`src/inc/lkd_pkg.sv`:
```
// constants and carrier types for the link diagnostics register page
package lkd_pkg;
    // page and register offsets
    localparam logic [2:0] PAGE_DIAG = 3'h2;
    localparam logic [4:0] ADDR_FREQ = 5'h15;
    localparam logic [4:0] ADDR_REFL = 5'h16;
    // field positions
    localparam int FREQ_TRIG_BIT = 15;
    localparam int FREQ_SEL_BIT = 8;
    localparam int REFL_ON_BIT = 15;
    localparam int REFL_FAST_BIT = 14;
    localparam int REFL_WIDTH_LSB = 8;
    localparam int REFL_WIDTH_MSB = 10;
    // values after reset
    localparam logic [7:0] OFFSET_RESET = 8'h00;
    localparam logic [15:0] REFL_RESET = 16'h0020;
    // signed readback limits
    localparam logic [7:0] OFFSET_MAX = 8'h7f;
    localparam logic [7:0] OFFSET_MIN = 8'h80;
    // slow-mode width code that sends only the pre-emphasis part
    localparam logic [2:0] WIDTH_PRE_ONLY = 3'h1;
    // fetch sequencer states
    typedef enum logic {LKD_IDLE, LKD_FETCH} lkd_fetch_state_t;
    // values offered by the receive signal processor
    typedef struct packed {
        logic [7:0] long_offset;
        logic [7:0] phase_corr;
    } lkd_dsp_sample_t;
    // pulse generator steering
    typedef struct packed {
        logic use_fast;
        logic slow_full;
        logic negative;
    } lkd_pulse_ctrl_t;
endpackage : lkd_pkg

```
`src/design/lkd_regs.sv`:
```
// link diagnostics page: frequency offset readout and reflectometry control
// Behaviour
// - trigger with selector 0 fetches long-term offset
// - trigger with selector 1 fetches control value
// - sample trigger always reads back zero
// - bits 14:9 ignore writes, read zero
// - readback is signed, 0x7f to 0x80
// - control value is offset plus phase correction
// - reflectometry enable forces test power-up state
// - bit 14 selects fast transmitter, 8 ns
// - fast-mode pulses alternate polarity
// - bit 14 clear uses slow link pulse
`timescale 1ns/1ps
module lkd_regs (
    // clock, reset, enable
    input wire logic core_clk,
    input wire logic rst,
    input wire logic clk_en,
    // management register access
    input wire logic [2:0] page_selector,
    input wire logic [4:0] mgmt_addr,
    input wire logic mgmt_wr,
    input wire logic mgmt_rd,
    input wire logic [15:0] mgmt_wdata,
    output logic [15:0] mgmt_rdata,
    // signal processor fetch handshake
    output logic dsp_fetch_req,
    output logic dsp_fetch_ctrl,
    input wire logic dsp_ack,
    input wire lkd_pkg::lkd_dsp_sample_t dsp_sample,
    // reflectometry side
    input wire logic tdr_pulse_sent,
    output logic tdr_force_power,
    output lkd_pkg::lkd_pulse_ctrl_t pulse_ctrl,
    output logic [2:0] tdr_width
);
    // clamp a signed 8-bit sum into the readback range
    function automatic logic [7:0] sat_add(input logic [7:0] a, input logic [7:0] b);
        logic [8:0] s;
        s = {a[7], a} + {b[7], b};
        if (s[8] != s[7]) begin
            return s[8] ? lkd_pkg::OFFSET_MIN : lkd_pkg::OFFSET_MAX;
        end
        return s[7:0];
    endfunction : sat_add

    lkd_pkg::lkd_fetch_state_t state_q;
    logic sel_q;
    logic sel_fetch_q;
    logic [7:0] offset_q;
    logic [15:0] refl_q;
    logic neg_q;
    logic page_ok;
    logic wr_freq;
    logic wr_refl;
    logic rd_freq;
    logic rd_refl;
    logic fetch_done;

    // register decode, only on the diagnostics page
    assign page_ok = (page_selector == lkd_pkg::PAGE_DIAG);
    assign wr_freq = mgmt_wr && page_ok && (mgmt_addr == lkd_pkg::ADDR_FREQ);
    assign wr_refl = mgmt_wr && page_ok && (mgmt_addr == lkd_pkg::ADDR_REFL);
    assign rd_freq = mgmt_rd && page_ok && (mgmt_addr == lkd_pkg::ADDR_FREQ);
    assign rd_refl = mgmt_rd && page_ok && (mgmt_addr == lkd_pkg::ADDR_REFL);
    assign fetch_done = (state_q == lkd_pkg::LKD_FETCH) && dsp_ack;

    // fetch handshake towards the signal processor
    assign dsp_fetch_req = (state_q == lkd_pkg::LKD_FETCH);
    assign dsp_fetch_ctrl = sel_fetch_q;

    // selector bit, plain read/write
    always_ff @(posedge core_clk or posedge rst) begin
        if (rst) begin
            sel_q <= 1'b0;
        end else if (clk_en && wr_freq) begin
            sel_q <= mgmt_wdata[lkd_pkg::FREQ_SEL_BIT];
        end
    end

    // fetch sequencer, started by a one written to the trigger
    always_ff @(posedge core_clk or posedge rst) begin
        if (rst) begin
            state_q <= lkd_pkg::LKD_IDLE;
            sel_fetch_q <= 1'b0;
        end else if (clk_en) begin
            case (state_q)
                lkd_pkg::LKD_IDLE: begin
                    if (wr_freq && mgmt_wdata[lkd_pkg::FREQ_TRIG_BIT]) begin
                        state_q <= lkd_pkg::LKD_FETCH;
                        sel_fetch_q <= mgmt_wdata[lkd_pkg::FREQ_SEL_BIT];
                    end
                end
                lkd_pkg::LKD_FETCH: begin
                    if (dsp_ack) begin
                        state_q <= lkd_pkg::LKD_IDLE;
                    end
                end
                default: begin
                    state_q <= lkd_pkg::LKD_IDLE;
                end
            endcase
        end
    end

    // readback capture; untouched between fetches
    always_ff @(posedge core_clk or posedge rst) begin
        if (rst) begin
            offset_q <= lkd_pkg::OFFSET_RESET;
        end else if (clk_en && fetch_done) begin
            if (sel_fetch_q) begin
                offset_q <= sat_add(dsp_sample.long_offset, dsp_sample.phase_corr);
            end else begin
                offset_q <= dsp_sample.long_offset;
            end
        end
    end

    // reflectometry control register
    always_ff @(posedge core_clk or posedge rst) begin
        if (rst) begin
            refl_q <= lkd_pkg::REFL_RESET;
        end else if (clk_en && wr_refl) begin
            refl_q <= mgmt_wdata;
        end
    end

    // polarity of fast-mode pulses flips on each pulse
    always_ff @(posedge core_clk or posedge rst) begin
        if (rst) begin
            neg_q <= 1'b0;
        end else if (clk_en) begin
            if (!refl_q[lkd_pkg::REFL_ON_BIT] || !refl_q[lkd_pkg::REFL_FAST_BIT]) begin
                neg_q <= 1'b0;
            end else if (tdr_pulse_sent) begin
                neg_q <= ~neg_q;
            end
        end
    end

    // pulse generator steering and power-up override
    always_ff @(posedge core_clk or posedge rst) begin
        if (rst) begin
            tdr_force_power <= 1'b0;
            pulse_ctrl <= '0;
            tdr_width <= 3'h0;
        end else if (clk_en) begin
            tdr_force_power <= refl_q[lkd_pkg::REFL_ON_BIT];
            pulse_ctrl.use_fast <= refl_q[lkd_pkg::REFL_FAST_BIT];
            pulse_ctrl.slow_full <= !refl_q[lkd_pkg::REFL_FAST_BIT] &&
                (refl_q[lkd_pkg::REFL_WIDTH_MSB:lkd_pkg::REFL_WIDTH_LSB] !=
                 lkd_pkg::WIDTH_PRE_ONLY);
            pulse_ctrl.negative <= neg_q;
            tdr_width <= refl_q[lkd_pkg::REFL_WIDTH_MSB:lkd_pkg::REFL_WIDTH_LSB];
        end
    end

    // registered read data; other addresses and pages read zero
    always_ff @(posedge core_clk or posedge rst) begin
        if (rst) begin
            mgmt_rdata <= 16'h0000;
        end else if (clk_en && mgmt_rd) begin
            if (rd_freq) begin
                mgmt_rdata <= {7'h00, sel_q, offset_q};
            end else if (rd_refl) begin
                mgmt_rdata <= refl_q;
            end else begin
                mgmt_rdata <= 16'h0000;
            end
        end
    end

    // reference for the saturated control value, clamped by signed compares
    logic signed [8:0] ref_sum;
    logic [7:0] ref_ctrl;
    assign ref_sum = $signed({dsp_sample.long_offset[7], dsp_sample.long_offset}) +
        $signed({dsp_sample.phase_corr[7], dsp_sample.phase_corr});
    assign ref_ctrl = (ref_sum > 9'sd127) ? lkd_pkg::OFFSET_MAX :
        ((ref_sum < -9'sd128) ? lkd_pkg::OFFSET_MIN : ref_sum[7:0]);

    // checks
    a_trigger_reads_zero: assert property (@(posedge core_clk) disable iff (rst)
        (clk_en && rd_freq) |=> !mgmt_rdata[lkd_pkg::FREQ_TRIG_BIT])
        else $error("trigger bit read back as one");
    a_reserved_reads_zero: assert property (@(posedge core_clk) disable iff (rst)
        (clk_en && rd_freq) |=> (mgmt_rdata[14:9] == 6'h00))
        else $error("reserved bits not zero");
    a_fetch_kind_select: assert property (@(posedge core_clk) disable iff (rst)
        (clk_en && wr_freq && mgmt_wdata[lkd_pkg::FREQ_TRIG_BIT] &&
         state_q == lkd_pkg::LKD_IDLE) |=>
        dsp_fetch_req && (dsp_fetch_ctrl == $past(mgmt_wdata[lkd_pkg::FREQ_SEL_BIT])))
        else $error("fetch kind not taken from selector");
    a_fetch_long_offset: assert property (@(posedge core_clk) disable iff (rst)
        (clk_en && fetch_done && !sel_fetch_q) |=> offset_q == $past(dsp_sample.long_offset))
        else $error("long-term offset not captured");
    a_fetch_ctrl_sum: assert property (@(posedge core_clk) disable iff (rst)
        (clk_en && fetch_done && sel_fetch_q) |=> offset_q == $past(ref_ctrl))
        else $error("control value not offset plus correction");
    a_ctrl_sign_range: assert property (@(posedge core_clk) disable iff (rst)
        (clk_en && fetch_done && sel_fetch_q && !dsp_sample.long_offset[7] &&
         !dsp_sample.phase_corr[7]) |=> !offset_q[7])
        else $error("positive sum wrapped negative");
    a_readback_hold: assert property (@(posedge core_clk) disable iff (rst)
        !(clk_en && fetch_done) |=> $stable(offset_q))
        else $error("readback changed without fetch");
    a_power_follows_on: assert property (@(posedge core_clk) disable iff (rst)
        (clk_en && wr_refl) ##1 clk_en |=>
        tdr_force_power == $past(mgmt_wdata[lkd_pkg::REFL_ON_BIT], 2))
        else $error("power override not following enable");
    a_fast_select: assert property (@(posedge core_clk) disable iff (rst)
        (clk_en && wr_refl) ##1 clk_en |=>
        pulse_ctrl.use_fast == $past(mgmt_wdata[lkd_pkg::REFL_FAST_BIT], 2))
        else $error("fast transmitter select wrong");
    a_polarity_alternate: assert property (@(posedge core_clk) disable iff (rst)
        (clk_en && tdr_pulse_sent && refl_q[lkd_pkg::REFL_ON_BIT] &&
         refl_q[lkd_pkg::REFL_FAST_BIT]) |=> neg_q != $past(neg_q))
        else $error("fast pulse polarity did not alternate");
    a_slow_pre_only: assert property (@(posedge core_clk) disable iff (rst)
        (clk_en && wr_refl && !mgmt_wdata[lkd_pkg::REFL_FAST_BIT] &&
         mgmt_wdata[lkd_pkg::REFL_WIDTH_MSB:lkd_pkg::REFL_WIDTH_LSB] == lkd_pkg::WIDTH_PRE_ONLY)
        ##1 clk_en |=> !pulse_ctrl.slow_full)
        else $error("pre-emphasis pulse not chosen");
    a_page_gate: assert property (@(posedge core_clk) disable iff (rst)
        (mgmt_wr && page_selector != lkd_pkg::PAGE_DIAG) |=> $stable(refl_q) && $stable(sel_q))
        else $error("write taken on wrong page");
    c_fetch_long: cover property (@(posedge core_clk) disable iff (rst)
        clk_en && fetch_done && !sel_fetch_q);
    c_fetch_ctrl: cover property (@(posedge core_clk) disable iff (rst)
        clk_en && fetch_done && sel_fetch_q);
    c_fast_two_pulses: cover property (@(posedge core_clk) disable iff (rst)
        (clk_en && tdr_pulse_sent && refl_q[14]) ##[1:20] (clk_en && tdr_pulse_sent));
endmodule : lkd_regs

```
`config.mk`:
```
export PLATFORM = sky130hd
export DESIGN_NAME = lkd_regs
export DESIGN_NICKNAME = d
export VERILOG_FILES = /design/src/inc/lkd_pkg.sv /design/src/design/lkd_regs.sv
export SDC_FILE = /design/constraint.sdc
export NUM_CORES = 1
export LEC_CHECK = 0
export BUFFER_PORTS_ARGS = -buffer_cell sky130_fd_sc_hd__buf_4
export CAP_MARGIN = 20
export CORE_MARGIN = 1.5
export CORE_UTILIZATION = 47
export DETAILED_ROUTE_END_ITERATION = 8
export GPL_ROUTABILITY_DRIVEN = 0
export PLACE_DENSITY = 0.76
export SLEW_MARGIN = 20
export SYNTH_ARGS = -nofsm -noshare
export SYNTH_HDL_FRONTEND = slang
export SYNTH_SLANG_ARGS = --single-unit
```
`constraint.sdc`:
```
create_clock -name core_clk -period 1.5 [get_ports core_clk]
set_input_delay 0.225 -clock core_clk [delete_from_list [all_inputs] [get_ports core_clk]]
set_output_delay 0.225 -clock core_clk [all_outputs]
set_load 0.005 [all_outputs]
```
==> results.json <==
{
  "cts.sinks": 51,
  "die_x_microns": 77.7,
  "top_layer": "met4",
  "antenna_cells": 0,
  "dieArea_sq_um": 6040,
  "wl_met3_microns": 190,
  "routed_wl_mm": 6.30,
  "dr.pass1.iters": 4,
  "dp.cells": 408,
  "synth_area_leaders": "dfrtp_1, mux2_2, o21ai_0, ha_1, nand2_1",
  "yosys_warnings": 0,
  "rrSetupSlack_ns": 0.15,
  "arrival_ns": 1.72,
  "finalHoldViolations": 0,
  "clk_pin_slew_ns": 0.09,
  "ir_worst_vdd_mv": 0.379,
  "fin_crit_sh": 1.01,
  "cts_buffers": 5,
  "drv_cap": 0,
  "grt_pass1_vias": 2242,
  "path_max_fanout": 7,
  "drv_slew": 0,
  "synthDistinctLibCells": 46,
  "die_h_microns": 77.7,
  "ff2ff_path_depth": 4,
  "ys_ff_latch": 51,
  "ys.flop_type": "dfrtp_1",
  "syn_avg_cell_area_sq_um": 11.0,
  "portBuffers": 71,
  "grt_max_degree": 29,
  "track_usage": 0.217,
  "power.total_uw": 2840,
  "status": "finished with violations",
  "start_util": 0.483,
  "core_area_sq_um": 5440,
  "grt_pass1_wl_mm": 10.4,
  "wl_per_cell_microns": 15.1,
  "antenna_found_initial": 0,
  "startpoint_type": "input port",
  "cts-root-buf": "clkbuf_8",
  "rows": 27,
  "final_cells": 417,
  "synth_top_cell_by_area": "dfrtp_1",
  "final-setup-viol-count": 5,
  "tightest_slew_ns": 0.391,
  "rsz0062_at_grt": "true",
  "crit_type": "in -> reg",
  "hold_end": "refl_q[10]$_DFFE_PP0P_",
  "cts_tree": "done",
  "netlist_area_sq_um": 2630,
  "end_kind": "flop",
  "area_delta_synth_final_pct": 43.5,
  "synth.top_cell.area_share": 0.477,
  "p_per_area_nw_per_um2": 753,
  "grt_overflow_total": 0,
  "finalCriticalPeriod_ns": 1.51,
  "wirelength_met1_mm": 2.81,
  "clock.fmax_mhz": 661,
  "synth_edf_count": 0,
  "r2r_end": "offset_q[2]$_DFFE_PP0P_",
  "setup_slack_ns": -0.0139,
  "syn_nets": 295,
  "seq_area_frac_synth": 0.487,
  "antenna_left": 0,
  "nets": 401,
  "post-route-drc-count": 0,
  "io_pins": 72,
  "drive_gt1_frac": 0.504,
  "dpl.hpwl_mm": 4.82,
  "hold_path.startpoint": "mgmt_wdata[10]",
  "viasPerCell": 5.38,
  "relSlewSlack": 0.739,
  "hold_path_class": "in -> reg",
  "postSynth.asyncResetShare": 1.00,
  "fin_skew_ns": 0.00874,
  "power.leakage_uw": 0.00180,
  "cts_max_level": 2,
  "syn_inst": 239,
  "violations": "setup timing",
  "clockBufferDepth": 2,
  "cp_data_required_time_ns": 1.71,
  "crit_path_max_incr_delay_ns": 0.38,
  "cp_slowest_cell": "ha_2",
  "cp-startpoint": "dsp_sample[14]",
  "clock_latency_ns": 0.30,
  "cp_cell_sequence": "buf_4, ha_2, inv_2, o31ai_2, nor2_2, xnor2_2, buf_6, o221ai_1",
  "holdPathStages": 2,
  "drtIter0Drc": 92,
  "wl_met2_mm": 3.23,
  "regToRegStartpoint": "dsp_fetch_req$_DFFE_PP0P_",
  "num_vias": 2245
}
-- flip-flops by register name, indices dropped and copies added (netlist names) --
register and count:
mgmt_rdata 16, refl_q 16, offset_q 8, pulse_ctrl 3
tdr_width 3, dsp_fetch_ctrl 1, dsp_fetch_req 1, neg_q 1
sel_q 1, tdr_force_power 1
-- critical path, delay by kind of cell --
kind,cells,cell delay (ns)
AO/OA/AOI/OAI,2,0.51
XOR/XNOR,1,0.15
adder cells (fa/ha/maj),1,0.38
buffers and inverters,3,0.33
AND/OR/NAND/NOR,1,0.13
-- final cells by class --
class                      count  area, sq um
clock buffer                   6         82.6
inverter                      10         37.5
clock inverter                 1         5.00
multi-input combinational    171         1430
timing repair buffer         106          846
sequential                    51         1280
tap                           72         90.1
fill                         393         1670
-- cells by family (layout without fill, tap and decap cells) --
family | after synthesis | after routing | synth area share
xor+xnor | 4 | 4 | 0.0162
buf+inv | 17 | 123 | 0.0300
simple gates | 63 | 63 | 0.128
mux | 25 | 25 | 0.107
fa+ha+maj | 9 | 9 | 0.0458
compound gates | 70 | 70 | 0.186
flops | 51 | 51 | 0.487
-- layer usage --
metal | track usage | vias up
met4 | 0.0691 | 0
li1 | - | 1095
met2 | 0.370 | 47
met1 | 0.280 | 1095
met5 | 0 | -
met3 | 0.0353 | 8
-- power by group --
part | switching [uW] | total [uW] | internal [uW]
clock | 417 | 780 | 363
sequential | 32.0 | 1450 | 1420
combinational | 279 | 606 | 327
total | 729 | 2840 | 2110
-- through the flow --
stage	utilization	area, sq um	hold slack, ns	TNS [ns]	worst slack [ns]
final	0.693	3770	0.153	-0.0568	-0.0139
after detailed placement	0.649	3530	0.243	-3.59	-0.437
after global placement	0.649	3530	0.244	-3.06	-0.342
after floorplan	-	2680	0.375	-1.08	-0.183
after global routing	0.693	3770	0.138	-0.434	-0.0804
after CTS	0.682	3710	0.147	-0.0103	-0.0103
-- cells in the final DEF, fill, tap and decap left out, types with 2 or more instances in the layout --
master,synthesis,final
a21o_1,2,2
and3_1,7,6
nor2b_1,2,2
nor2_1,7,6
buf_4,2,98
nand3_2,1,2
a211oi_4,0,2
a21oi_2,0,2
o221ai_1,5,3
inv_2,0,3
buf_6,1,4
nand2_1,22,22
ha_4,0,5
o211ai_1,3,3
nor2_2,5,5
a21oi_1,13,11
ha_1,8,2
buf_12,0,2
inv_1,10,7
a22oi_1,9,9
nand2b_1,3,2
xor2_1,3,3
nand3_1,3,2
nor3b_1,4,4
dfrtp_1,50,50
o221ai_2,0,2
o21ai_0,21,20
mux2_2,25,25
clkbuf_8,0,6
a32o_1,4,4
-- repair_timing --
action                                  CTS  global route
endpoints found under the setup margin    6             7
endpoints found under the hold margin    15             0
hold buffers                              1             0
gates resized for setup                  14            12
setup buffers                             0             1
pin swaps                                 5             3
-- worst max-delay path by stage --
stage / to / slack (ns) / cells after the start
3_5_place_dp: offset_q[2]$_DFFE_PP0P_ / -0.44 / 7
2_1_floorplan: offset_q[6]$_DFFE_PP0P_ / -0.18 / 8
4_1_cts: offset_q[3]$_DFFE_PP0P_ / -0.01 / 7
3_3_place_gp: offset_q[0]$_DFFE_PP0P_ / -0.34 / 8
6_report: offset_q[0]$_DFFE_PP0P_ / -0.01 / 8
5_1_grt: offset_q[0]$_DFFE_PP0P_ / -0.08 / 8
-- cell usage after synthesis (2+ instances only) --
cell type / n
a211oi_2: 2
a21o_1: 2
a21oi_1: 13
a221oi_1: 2
a22oi_1: 9
a32o_1: 4
and3_1: 7
buf_4: 2
clkbuf_1: 4
dfrtp_1: 50
ha_1: 8
inv_1: 10
mux2_2: 25
nand2_1: 22
nand2b_1: 3
nand3_1: 3
nor2_1: 7
nor2_2: 5
nor2b_1: 2
nor3b_1: 4
o211ai_1: 3
o211ai_2: 2
o21ai_0: 21
o221ai_1: 5
xor2_1: 3
No activity file was read; power rests on OpenSTA's default activity.
